[src/logic/ubrg_pkg.sv]
// Package: register map, field positions and constants of the bit-rate generator
package ubrg_pkg;

	localparam int          ADDR_W             = 3;
	localparam int          DATA_W             = 8;
	localparam int          DIV_W              = 16;
	localparam int          GAP_W              = 23;

	// Register offsets
	localparam logic [2:0]  OFS_DIVISOR_LOW    = 3'h0;
	localparam logic [2:0]  OFS_DIVISOR_HIGH   = 3'h1;
	localparam logic [2:0]  OFS_TRANSMIT_CTRL  = 3'h2;
	localparam logic [2:0]  OFS_BIT_RATE_CTRL  = 3'h3;
	localparam logic [2:0]  OFS_COUNT_LOW      = 3'h4;
	localparam logic [2:0]  OFS_COUNT_HIGH     = 3'h5;

	// Field positions
	localparam int          BIT_MODE_SYNC      = 4;
	localparam int          BIT_SPEED_SELECT   = 2;
	localparam int          BIT_WIDTH_SELECT   = 3;

	// Reset values
	localparam logic [7:0]  RST_DIVISOR_LOW    = 8'h00;
	localparam logic [7:0]  RST_DIVISOR_HIGH   = 8'h00;
	localparam logic        RST_MODE_SYNC      = 1'b0;
	localparam logic        RST_SPEED_SELECT   = 1'b0;
	localparam logic        RST_WIDTH_SELECT   = 1'b0;

	// Oscillator cycles per divisor step
	localparam logic [6:0]  PRESCALE_SYNC      = 7'h04;
	localparam logic [6:0]  PRESCALE_MID       = 7'h10;
	localparam logic [6:0]  PRESCALE_SLOW      = 7'h40;

	typedef struct packed {
		logic [ADDR_W-1:0] addr;
		logic [DATA_W-1:0] wdata;
		logic              wr;
		logic              rd;
	} ubrg_bus_req_t;

	typedef struct packed {
		logic mode_sync;
		logic speed_select;
		logic counter_width_select;
	} ubrg_cfg_t;

endpackage

[src/logic/ubrg_top.sv]
// Bit-rate generator: divisor and mode registers, prescaler and divisor counter
//
// Contract
// [RL1] Writing the low divisor byte (bits 7..0) restarts the bit-rate counter.
// [RL2] Writing the high divisor byte (bits 15..8) restarts the bit-rate counter.
// [RL3] High divisor byte is ignored unless the 16-bit counter select is set.
// [RL4] Divisor n is the high byte joined to the low byte.
// [RL5] Async, 8-bit, low speed: rate is clock over 64 times (n+1).
// [RL6] Async, 16-bit, low speed: rate is clock over 16 times (n+1).
// [RL7] Synchronous mode: rate is clock over 4 times (n+1), any width or speed.
// [RL8] Async high speed: 16 times (n+1) for 8-bit, 4 times (n+1) for 16-bit.
// [RL9] Width select one runs the 16-bit counter, zero the 8-bit counter.
// [RL10] Speed select means high when set, low when clear; ignored when synchronous.
// [RL11] Mode select one is synchronous operation, zero asynchronous.
//
// Local design decisions: the register offsets and the plain strobed port.
`timescale 1ns/10ps
`default_nettype none

module ubrg_top (
	// Clock and reset
	input  wire logic                   clock,
	input  wire logic                   rst,
	// Register port
	input  wire ubrg_pkg::ubrg_bus_req_t bus_req,
	output logic [ubrg_pkg::DATA_W-1:0] bus_rdata,
	// Generated bit-rate
	output logic                        bit_tick,
	output logic                        sync_mode
);
	import ubrg_pkg::*;

	// Divisor actually used by the counter
	function automatic logic [DIV_W-1:0] divisor_of(input logic [7:0] high,
		input logic [7:0] low, input logic width16);
		if (width16) begin
			return {high, low}; // [RL4] [RL9]
		end
		return {8'h00, low}; // [RL3]
	endfunction

	// Oscillator cycles per divisor step
	function automatic logic [6:0] prescale_of(input ubrg_cfg_t cfg);
		if (cfg.mode_sync) begin
			return PRESCALE_SYNC; // [RL7] [RL10] [RL11]
		end
		unique case ({cfg.counter_width_select, cfg.speed_select})
			2'b00:   return PRESCALE_SLOW; // [RL5]
			2'b10:   return PRESCALE_MID; // [RL6]
			2'b01:   return PRESCALE_MID; // [RL8]
			default: return PRESCALE_SYNC; // [RL8]
		endcase
	endfunction

	logic [7:0]       divisor_low_reg;
	logic [7:0]       divisor_low_next;
	logic [7:0]       divisor_high_reg;
	logic [7:0]       divisor_high_next;
	ubrg_cfg_t        cfg_reg;
	ubrg_cfg_t        cfg_next;
	logic [7:0]       rdata_reg;
	logic [7:0]       rdata_next;
	logic [6:0]       pre_reg;
	logic [6:0]       pre_next;
	logic [DIV_W-1:0] cnt_reg;
	logic [DIV_W-1:0] cnt_next;
	logic             tick_reg;
	logic             tick_next;
	logic             wr_low;
	logic             wr_high;
	logic             wr_cfg;
	logic             restart;
	logic             tick_now;
	logic [6:0]       prescale;
	logic [DIV_W-1:0] divisor;

	assign wr_low   = bus_req.wr && (bus_req.addr == OFS_DIVISOR_LOW);
	assign wr_high  = bus_req.wr && (bus_req.addr == OFS_DIVISOR_HIGH);
	assign wr_cfg   = bus_req.wr && ((bus_req.addr == OFS_TRANSMIT_CTRL)
		|| (bus_req.addr == OFS_BIT_RATE_CTRL));
	assign restart  = wr_low || wr_high; // [RL1] [RL2]
	assign prescale = prescale_of(cfg_reg);
	assign divisor  = divisor_of(divisor_high_reg, divisor_low_reg,
		cfg_reg.counter_width_select);
	assign tick_now = (pre_reg >= (prescale - 7'h01)) && (cnt_reg == '0);

	// Register writes and read-back
	always_comb begin
		divisor_low_next  = divisor_low_reg;
		divisor_high_next = divisor_high_reg;
		cfg_next          = cfg_reg;
		rdata_next        = 8'h00;
		if (bus_req.wr) begin
			unique case (bus_req.addr)
				OFS_DIVISOR_LOW: begin
					divisor_low_next = bus_req.wdata;
				end
				OFS_DIVISOR_HIGH: begin
					divisor_high_next = bus_req.wdata;
				end
				OFS_TRANSMIT_CTRL: begin
					cfg_next.mode_sync    = bus_req.wdata[BIT_MODE_SYNC];
					cfg_next.speed_select = bus_req.wdata[BIT_SPEED_SELECT];
				end
				OFS_BIT_RATE_CTRL: begin
					cfg_next.counter_width_select = bus_req.wdata[BIT_WIDTH_SELECT];
				end
				default: begin
				end
			endcase
		end
		if (bus_req.rd) begin
			unique case (bus_req.addr)
				OFS_DIVISOR_LOW: begin
					rdata_next = divisor_low_reg;
				end
				OFS_DIVISOR_HIGH: begin
					rdata_next = divisor_high_reg;
				end
				OFS_TRANSMIT_CTRL: begin
					rdata_next[BIT_MODE_SYNC]    = cfg_reg.mode_sync;
					rdata_next[BIT_SPEED_SELECT] = cfg_reg.speed_select;
				end
				OFS_BIT_RATE_CTRL: begin
					rdata_next[BIT_WIDTH_SELECT] = cfg_reg.counter_width_select;
				end
				OFS_COUNT_LOW: begin
					rdata_next = cnt_reg[7:0];
				end
				OFS_COUNT_HIGH: begin
					rdata_next = cnt_reg[15:8];
				end
				default: begin
					rdata_next = 8'h00;
				end
			endcase
		end
	end

	always_ff @(posedge clock) begin
		if (rst) begin
			divisor_low_reg  <= RST_DIVISOR_LOW;
			divisor_high_reg <= RST_DIVISOR_HIGH;
			cfg_reg          <= '{RST_MODE_SYNC, RST_SPEED_SELECT, RST_WIDTH_SELECT};
			rdata_reg        <= 8'h00;
		end else begin
			divisor_low_reg  <= divisor_low_next;
			divisor_high_reg <= divisor_high_next;
			cfg_reg          <= cfg_next;
			rdata_reg        <= rdata_next;
		end
	end

	// Prescaler and divisor counter; period is prescale * (n + 1)
	always_comb begin
		pre_next  = pre_reg + 7'h01;
		cnt_next  = cnt_reg;
		tick_next = 1'b0;
		if (restart) begin
			pre_next = 7'h00; // [RL1] [RL2]
			cnt_next = divisor_of(divisor_high_next, divisor_low_next,
				cfg_reg.counter_width_select);
		end else if (pre_reg >= (prescale - 7'h01)) begin
			pre_next = 7'h00;
			if (cnt_reg == '0) begin
				cnt_next  = divisor; // [RL4]
				tick_next = 1'b1;
			end else begin
				cnt_next = cnt_reg - 16'h0001;
			end
		end
	end

	always_ff @(posedge clock) begin
		if (rst) begin
			pre_reg  <= 7'h00;
			cnt_reg  <= '0;
			tick_reg <= 1'b0;
		end else begin
			pre_reg  <= pre_next;
			cnt_reg  <= cnt_next;
			tick_reg <= tick_next;
		end
	end

	assign bus_rdata = rdata_reg;
	assign bit_tick  = tick_reg;
	assign sync_mode = cfg_reg.mode_sync;

	// Checking helpers: cycles since last tick or restart
	function automatic logic [GAP_W-1:0] period_of(input logic [6:0] k,
		input logic [DIV_W-1:0] n);
		return GAP_W'(k) * (GAP_W'(n) + 23'h000001);
	endfunction

	logic [GAP_W-1:0] gap_reg;
	logic             gap_valid_reg;

	always_ff @(posedge clock) begin
		if (rst) begin
			gap_reg       <= 23'h000001;
			gap_valid_reg <= 1'b0;
		end else begin
			gap_reg       <= (restart || tick_now) ? 23'h000001 : gap_reg + 23'h000001;
			gap_valid_reg <= restart || (tick_now && !wr_cfg) || (gap_valid_reg && !wr_cfg);
		end
	end
endmodule // ubrg_top

`default_nettype wire

[config.mk]
export PLATFORM = sky130hd
export DESIGN_NAME = ubrg_top
export DESIGN_NICKNAME = d
export VERILOG_FILES = /design/src/logic/ubrg_pkg.sv /design/src/logic/ubrg_top.sv
export SDC_FILE = /design/constraint.sdc
export NUM_CORES = 1
export LEC_CHECK = 0
export ABC_AREA = 1
export BUFFER_PORTS_ARGS = -buffer_cell sky130_fd_sc_hd__buf_4
export CAP_MARGIN = 20
export CORE_MARGIN = 2
export CORE_UTILIZATION = 50
export CTS_CLUSTER_SIZE = 25
export DETAILED_ROUTE_END_ITERATION = 10
export PLACE_DENSITY = 0.68
export SYNTH_ARGS = -nofsm -noshare
export SYNTH_HDL_FRONTEND = slang
export SYNTH_SLANG_ARGS = --single-unit
[constraint.sdc]
create_clock -name clock -period 3.1 [get_ports clock]
set_clock_uncertainty 0.15 [all_clocks]
set_input_delay 0.93 -clock clock [delete_from_list [all_inputs] [get_ports clock]]
set_output_delay 0.93 -clock clock [all_outputs]
set_load 0.05 [all_outputs]
==> impl_metrics.csv, run 1 <==
group,metric,value,unit
hold_path,min_path_type,"reg2reg",
logic_synthesis,syn-instance-count,475,
clocking,htree_levels,2,
grt,antenna_found_initial,0,
floorplanning,die_area,6773,um^2
setup_path,start_kind,"register",
logic_synthesis,netlist_area,3065,um^2
clocking,post_cts_buffers,0,
status,status,"complete, no violations",
logic_synthesis,syn_nets,501,
clocking,root_buffer,"clkbuf_8",
floorplanning,die_w,82.30,um
grt,grtUsageTotal,25.83,%
final_layout,n_fill_cell,586,
timing,fmax,364.6,MHz
routing,drc,0,
flow_run,drv_cap,0,
floorplanning,num_rows,28,
routing,via_count,3086,
grt,grt_max_degree,21,
setup_path,critical_path_class,"reg2reg",
final_layout,layout-drive-gt1-share,10.42,%
logic_synthesis,yosysSeqAreaShare,33.31,%
clocking,clk_latency,0.31,ns
final_layout,synthToLayoutAreaGrowth,11.18,%
setup_path,worst-path-buf-inv,2,
setup_path,cpPeakStageDelay,0.32,ns
logic_synthesis,ys_types,35,
timing,finalSetupViolCount,0,
setup_path,critPathTopFamily,"adder cells",
clocking,clk_pin_slew_worst_paths,0.09,ns
timing,tightest_slew,0.5453,ns
clocking,cts_num_sinks,51,
clocking,cts_buffers,5,
routing,vias_per_cell,5.376,
grt,grt.overflow.total,0,
pwr,power_leakage,0.001654,uW
final_layout,nets,524,
floorplanning,num_io_pins,25,
floorplanning,core_area,5921,um^2
timing,slew_viol_final,0,
floorplanning,initial_core_util,51.78,%
routing,drtAntennaViolNets,0,
timing,min_period_over_period,88.47,%
grt,grt_pass1_wl,13280,um
logic_synthesis,synth_top_cell_by_area,"dfxtp_1",
floorplanning,die_y,82.30,um
logic_synthesis,yosysWarnings,0,
logic_synthesis,synth.avg_cell_area,6.454,um^2
routing,drtIter0Drc,189,
timing,max_slew_margin,63.56,%
routing,drtPass1Iterations,5,
routing,wl,8185,um
final_layout,layout.cells.non_filler,574,
setup_path,worstPathRequired,3.19,ns
routing,drt-wirelength-per-cell,14.26,um
pwr,peakVddDrop,0.2844,mV
place,gp_congestion,0.9827,
logic_synthesis,synth_top_area_share,33.31,%
clocking,hold_buffers,0,
place,dp_hpwl,6291,um
timing,tns,0,ns
pwr,total_power,1623,uW
clocking,cts_tree,"done",
pwr,powerDensity,476.2,nW/um^2
timing,rsz0062_at_grt,"no",
setup_path,crit_chain,"buf_4 > ha_1 > nor2_1 > ha_1 > xor2_1 > ha_1 > a21oi_1 > o21a_1 > nand3_4 > inv_2 > nand2_1 > nor2_1",
logic_synthesis,synth.area.top_cells,"dfxtp_1 33%, nand2_1 12%, nor2_1 11%",
clocking,ctsResizeCount,0,
logic_synthesis,ys_ff_latch,51,
timing,finalCriticalPeriod,2.743,ns
place,numPortBuffers,24,
clocking,clock_path_buffers,2,
final_layout,n_antenna_cell,0,
grt,first_global_vias,2705,
setup_path,end_kind,"register",
setup_path,crit_arrival,2.83,ns
setup_path,crit_top_cell,"ha_1",
setup_path,critPathSlowestCell,"dfxtp_1",
final_layout,fin_util,57.57,%
setup_path,cp_max_fo,11,
timing,hold_violations,0,
final_layout,largest_reg_flops,16,
place,dp.cells,566,
final timing paths:
path,start,to,slack (ns),cells past startpoint
max reg2reg,cfg_reg[0]$_SDFFE_PP0P_,pre_reg[3]$_SDFF_PP0_,0.36,12
min,pre_reg[0]$_SDFF_PP0_,pre_reg[0]$_SDFF_PP0_,0.32,1
max,cfg_reg[0]$_SDFFE_PP0P_,pre_reg[3]$_SDFF_PP0_,0.36,12
min reg2reg,pre_reg[0]$_SDFF_PP0_,pre_reg[0]$_SDFF_PP0_,0.32,1
worst register-to-register path: cells and delay by family (launching register included):
| family | cells | cell delay (ns) |
|---|---|---|
| adder cells (fa/ha/maj) | 3 | 0.66 |
| AND/OR/NAND/NOR | 4 | 0.64 |
| buffers and inverters | 2 | 0.38 |
| AO/OA/AOI/OAI | 2 | 0.38 |
| flip-flops | 1 | 0.32 |
| XOR/XNOR | 1 | 0.15 |
synth_stat cells:
cell	number
a21oi_1	24
dfxtp_1	51
nor2_1	89
nor2_2	3
o22ai_1	9
buf_6	4
a211oi_1	1
nor2_4	1
clkbuf_1	5
o21ai_0	39
or2_2	1
nand2_4	1
nand3_1	36
a21boi_0	1
nand4_1	3
nand3_2	1
o221ai_1	1
nand3_4	2
nand2_1	102
xor2_1	4
inv_1	59
a31oi_1	1
buf_2	3
nand2_2	1
a221oi_1	5
nor3_1	2
inv_2	3
o21ai_1	1
xnor2_1	1
o211ai_1	1
o21a_1	6
ha_1	11
buf_4	1
nor3_2	1
inv_4	1
where the power goes:
| group | leakage, uW | internal, uW | switching [uW] | total (uW) |
|---|---|---|---|---|
| combinational | 0.00118 | 135 | 285 | 420 |
| clock | 0.0000612 | 262 | 231 | 493 |
| sequential | 0.000415 | 681 | 28.0 | 709 |
final cells by class:
class	count	area (um^2)	area share [%]
Clock inverter	2	35.03	1.028
Multi-Input combinational cell	348	1719	50.44
Sequential cell	51	1021	29.96
Inverter	63	239.0	7.012
Tap cell	75	93.84	2.753
Clock buffer	6	82.58	2.423
Timing Repair Buffer	29	217.7	6.388
placed cells by master, fill, tap and decap left out, types with 2 or more instances in the layout:
cell,n
inv_2,3
a21oi_1,24
xor2_1,4
nand3_4,2
dfxtp_1,51
buf_4,29
o21a_1,6
o21ai_0,39
nor2_2,3
nand3_1,36
inv_1,59
nand2_1,102
ha_1,11
nor3_1,2
o22ai_1,9
nor2_1,89
clkbuf_8,6
a221oi_1,5
nand4_1,3
per-layer routing:
layer  GRT usage [%]  vias up  wire, um  share of wire [%]
met5               0        -         0                  0
met4           7.000        0       126                1.5
met3           6.304       13       643                7.9
met2           38.63      118      3442                 42
met1           36.92     1378      3972                 49
li1                -     1577         -                  -
per-stage QoR:
stage               hold WS [ns]  setup WS (ns)  instance area [um^2]
floorplan                 0.2797         0.3862                  3065
global placement          0.3003         0.4707                  3291
detailed placement        0.3097         0.3935                  3291
global route              0.3733         0.1777                  3408
CTS                       0.3315         0.3759                  3408
finish                    0.3240         0.3575                  3408
cells by family after synthesis:
| logic type | count (synthesis) | share of synthesized area [%] |
|---|---|---|
| AOI/OAI and AO/OA | 89 | 16.41 |
| xor gates and xnor gates | 5 | 1.429 |
| adders and majority gates | 11 | 4.490 |
| buffers and inverters | 76 | 10.61 |
| DFF | 51 | 33.31 |
| and+or+nand+nor | 243 | 33.76 |
Note: power is estimated with default switching activity, not from simulation.
==> run 2, diff against run 1 <==
--- a/config.mk
+++ b/config.mk
@@ -8,7 +8,7 @@
 export ABC_AREA = 1
 export BUFFER_PORTS_ARGS = -buffer_cell sky130_fd_sc_hd__buf_4
 export CAP_MARGIN = 20
-export CORE_MARGIN = 2
+export CORE_MARGIN = 10
 export CORE_UTILIZATION = 50
 export CTS_CLUSTER_SIZE = 25
 export DETAILED_ROUTE_END_ITERATION = 10
==> impl_metrics.csv, run 2 (same netlist as run 1, synthesis figures left out) <==
group,metric,value,unit
status,status,"complete, no violations",
timing,finalCriticalPeriod,2.679,ns
floorplanning,num_io_pins,25,
timing,tns,0,ns
place,gp_congestion,0.9289,
routing,drt-wirelength-per-cell,15.15,um
routing,vias_per_cell,5.434,
setup_path,worst-path-buf-inv,2,
timing,finalSetupViolCount,0,
hold_path,whs_path_depth,1,
setup_path,worstPathRequired,3.19,ns
timing,slew_viol_final,0,
grt,grt_pass1_wl,14210,um
grt,grt.overflow.total,0,
hold_path,holdPathEnd,"pre_reg[0]$_SDFF_PP0_",
routing,drtIter0Drc,274,
setup_path,reg2reg_from,"cfg_reg[0]$_SDFFE_PP0P_",
setup_path,reg2reg_slack,0.42,ns
timing,layout_setup_ws,0.4207,ns
final_layout,n_antenna_cell,0,
pwr,power_leakage,0.001634,uW
setup_path,crit_top_cell,"ha_1",
final_layout,largest_reg_flops,16,
clocking,htree_levels,2,
pwr,total_power,1521,uW
pwr,powerDensity,450.6,nW/um^2
setup_path,r2r_end,"pre_reg[4]$_SDFF_PP0_",
place,pre_cts_ws,0.4684,ns
setup_path,crit_arrival,2.77,ns
place,dp.cells,566,
setup_path,cpPeakStageDelay,0.37,ns
timing,hold_violations,0,
clocking,clk_pin_slew_worst_paths,0.10,ns
clocking,clk_latency,0.31,ns
timing,max_slew_margin,64.75,%
flow_run,drv_cap,0,
final_layout,regArea,1021,um^2
final_layout,final_cell_mix,"102 x nand2_1, 89 x nor2_1, 59 x inv_1, 51 x dfxtp_1, 39 x o21ai_0",
grt,first_global_vias,2850,
clocking,cts_tree,"done",
hold_path,worstHoldStart,"pre_reg[0]$_SDFF_PP0_",
final_layout,layout.cells.non_filler,574,
place,dp_hpwl,6686,um
place,numPortBuffers,24,
clocking,cts_buffers,5,
clocking,ctsResizeCount,0,
grt,grt_max_degree,22,
floorplanning,num_rows,28,
clocking,hold_buffers,0,
grt,antenna_found_initial,0,
hold_path,min_path_type,"reg2reg",
clocking,post_cts_buffers,0,
routing,drtAntennaViolNets,0,
timing,tightest_slew,0.5275,ns
final_layout,nets,524,
setup_path,worstRegToRegCells,12,
final_layout,n_fill_cell,609,
timing,rsz0062_at_grt,"no",
final_layout,fin_area,3376,um^2
setup_path,critical_path_class,"reg2reg",
routing,drtPass1Iterations,5,
floorplanning,die_y,98.30,um
clocking,cts_num_sinks,51,
pwr,peakVddDrop,0.2582,mV
routing,drc,0,
setup_path,crit_chain,"inv_1 > ha_1 > nand2_1 > ha_1 > xor2_1 > ha_1 > a21oi_1 > o21a_1 > nand3_4 > inv_2 > nand2_1 > a21oi_1",
routing,wl,8697,um
timing,fmax,373.2,MHz
grt,grtUsageTotal,17.37,%
floorplanning,die_w,98.30,um
final_layout,multi_input_area,1719,um^2
setup_path,critPathSlowestCell,"dfxtp_1",
routing,via_count,3119,
clocking,root_buffer,"clkbuf_8",
floorplanning,core_area,5921,um^2
setup_path,critPathTopFamily,"adder cells",
final_layout,synthToLayoutAreaGrowth,10.12,%
timing,min_period_over_period,86.43,%
setup_path,start_kind,"register",
floorplanning,initial_core_util,51.78,%
floorplanning,die_area,9663,um^2
place,placed_cell_area,3291,um^2
final_layout,layout-drive-gt1-share,10.22,%
clocking,clock_path_buffers,2,
setup_path,cp_max_fo,11,
final_layout,final_common_cell,"nand2_1",
setup_path,end_kind,"register",
[run 2: cell types whose count changed in the layout (fill, tap and decap cells not counted), sizes merged]
cell / previous run / this run
clkinvlp: 0 / 1
bufinv: 1 / 0
[run 2: worst max-delay path by stage]
stage                                   end  cells past startpoint                    start
floorplan           cnt_reg[1]$_SDFFE_PP0P_                     13  cfg_reg[0]$_SDFFE_PP0P_
global placement      pre_reg[4]$_SDFF_PP0_                     10              bus_req[10]
detailed placement    pre_reg[4]$_SDFF_PP0_                     10              bus_req[10]
CTS                   pre_reg[4]$_SDFF_PP0_                     12  cfg_reg[0]$_SDFFE_PP0P_
global route          pre_reg[4]$_SDFF_PP0_                     13  cfg_reg[0]$_SDFFE_PP0P_
finish                pre_reg[4]$_SDFF_PP0_                     12  cfg_reg[0]$_SDFFE_PP0P_
[run 2: cell type report]
type / instances / area share [%]
clock buffer: 6 / 2.150
clock inverter: 2 / 0.3706
inverter: 63 / 7.079
multi-input combinational: 348 / 50.93
sequential: 51 / 30.24
tap: 75 / 2.780
timing repair buffer: 29 / 6.449
[run 2: power by group]
group | switching [uW] | internal [uW]
Sequential | 29.2 | 681
Clock | 234 | 159
Combinational | 282 | 136
Total | 545 | 976
[run 2: through the flow]
step	util (%)	hold WS (ns)
detailed placement	55.58	0.3106
finish	57.02	0.3237
global placement	55.58	0.2921
floorplan	-	0.2797
CTS	57.02	0.3334
global route	57.02	0.3538
[run 2: metal layers]
metal / routed length (um) / track usage [%] / up-vias / share of wire (%)
met5: 0 / 0 / - / 0
met4: 148 / 5.513 / 0 / 1.7
met3: 567 / 3.453 / 14 / 6.5
met2: 3866 / 26.98 / 113 / 44
met1: 4115 / 23.42 / 1409 / 47
li1: - / - / 1583 / -
==> run 3, diff against run 2 <==
--- a/config.mk
+++ b/config.mk
@@ -13,6 +13,7 @@
 export CTS_CLUSTER_SIZE = 25
 export DETAILED_ROUTE_END_ITERATION = 10
 export PLACE_DENSITY = 0.68
+export RECOVER_POWER = 100
 export SYNTH_ARGS = -nofsm -noshare
 export SYNTH_HDL_FRONTEND = slang
 export SYNTH_SLANG_ARGS = --single-unit
==> impl_metrics.csv, run 3 (same netlist as run 1, synthesis figures left out) <==
group,metric,value,unit
status,status,"complete, no violations",
grt,first_global_vias,2850,
clocking,cts_buffers,5,
pwr,power_frac_seq,46.9,%
floorplanning,die_w,98.30,um
hold_path,worstHoldStart,"pre_reg[0]$_SDFF_PP0_",
grt,grtUsageTotal,17.37,%
routing,wl,8719,um
final_layout,fin_util,55.54,%
clocking,clk_pin_slew_worst_paths,0.09,ns
clocking,cts_tree,"done",
clocking,root_buffer,"clkbuf_8",
setup_path,critical_path_class,"in2reg",
clocking,hold_buffers,0,
setup_path,end_kind,"register",
grt,grt.overflow.total,0,
timing,min_period_over_period,88.82,%
final_layout,largest_reg_flops,16,
final_layout,final_common_cell,"nand2_1",
routing,drtAntennaViolNets,0,
timing,slew_viol_final,0,
routing,drc,0,
final_layout,layout-drive-gt1-share,6.613,%
final_layout,nets,524,
timing,finalCriticalPeriod,2.753,ns
setup_path,worstPathRequired,3.18,ns
floorplanning,die_area,9663,um^2
grt,grt_pass1_wl,14210,um
timing,finalSetupViolCount,0,
clocking,post_cts_buffers,0,
routing,drtIter0Drc,348,
timing,max_slew_margin,46.90,%
floorplanning,initial_core_util,51.78,%
clocking,htree_levels,2,
clocking,ctsResizeCount,0,
pwr,total_power,1515,uW
place,pre_cts_ws,0.4684,ns
pwr,peakVddDrop,0.2582,mV
setup_path,cp_max_fo,17,
floorplanning,num_io_pins,25,
clocking,clk_latency,0.31,ns
pwr,p_sw_share,35.89,%
pwr,p_switching,543.7,uW
floorplanning,num_rows,28,
final_layout,n_antenna_cell,0,
routing,via_count,3105,
place,gp_congestion,0.9289,
setup_path,crit_arrival,2.84,ns
timing,rsz0062_at_grt,"no",
routing,drt-wirelength-per-cell,15.19,um
timing,tightest_slew,0.7965,ns
floorplanning,core_area,5921,um^2
place,numPortBuffers,24,
grt,grt_max_degree,22,
routing,vias_per_cell,5.409,
flow_run,drv_cap,0,
pwr,comb_power_share,27.1,%
timing,layout_setup_ws,0.3466,ns
setup_path,reg2reg_from,"cfg_reg[0]$_SDFFE_PP0P_",
timing,fmax,363.2,MHz
setup_path,start_kind,"input port",
final_layout,final_cell_mix,"102 x nand2_1, 89 x nor2_1, 59 x inv_1, 51 x dfxtp_1",
hold_path,min_path_type,"reg2reg",
pwr,p_clk_share,26.0,%
place,dp_hpwl,6686,um
pwr,power_leakage,0.001568,uW
clocking,cts_num_sinks,51,
pwr,powerDensity,460.7,nW/um^2
timing,tns,0,ns
setup_path,startpoint,"bus_req[12]",
clocking,clock_path_buffers,2,
grt,antenna_found_initial,0,
routing,drtPass1Iterations,5,
timing,hold_violations,0,
final_layout,synthToLayoutAreaGrowth,7.265,%
pwr,p_int,971.1,uW
floorplanning,die_y,98.30,um
## run 3: cell types whose count changed in the layout (fill, tap and decap cells not counted), moves of 2 or more
cell	previous run	this run
buf_4	29	15
clkbuf_1	1	15
nand3_1	36	39
nand3_4	2	0
## run 3: area by class of cell
class / count / area, um^2
well taps: 75 / 93.84
clock inverters: 2 / 12.51
flip-flops and latches: 51 / 1021
multi-input cells: 348 / 1684
repair buffers: 29 / 165.2
inverters: 63 / 239.0
clock buffers: 6 / 72.57
fillers: 624 / 2633
## run 3: path summary, 6_finish.rpt
kind | slack, ns | cells past startpoint | to
max | 0.35 | 9 | pre_reg[2]$_SDFF_PP0_
min | 0.33 | 1 | pre_reg[0]$_SDFF_PP0_
max reg2reg | 0.41 | 12 | pre_reg[2]$_SDFF_PP0_
min reg2reg | 0.33 | 1 | pre_reg[0]$_SDFF_PP0_
## run 3: per-layer routing
layer / share of wire [%] / up-vias / global-route usage, %
met5: 0 / - / 0
met3: 7.3 / 12 / 3.453
met4: 1.6 / 0 / 5.513
met1: 47 / 1389 / 23.42
li1: - / 1579 / -
met2: 44 / 125 / 26.98
## run 3: worst max-delay path, cell delays in order
cell and delay (ns):
clkbuf_1 0.20, nor2_4 0.08, nand3_1 0.42, nand2_4 0.21
inv_4 0.22, nand3_1 0.16, inv_2 0.22, nand2_1 0.21
nor3_1 0.17
## run 3: power groups by stage
| stage | Combinational [uW] | Sequential [uW] | Clock (uW) |
|---|---|---|---|
| after floorplan | 305 | 720 | 0 |
| after global placement | 405 | 724 | 0 |
| after detailed placement | 407 | 724 | 0 |
| after CTS | 409 | 709 | 395 |
| after global routing | 465 | 714 | 420 |
| final | 410 | 711 | 394 |
## run 3: metrics by stage
step                      cell area [um^2]  std cells  hold slack [ns]
after CTS                             3376        574           0.3334
after detailed placement              3291        566           0.3106
final                                 3288        574           0.3274
after global placement                3291        566           0.2921
after global routing                  3288        574           0.3538
after floorplan                       3065        475           0.2797
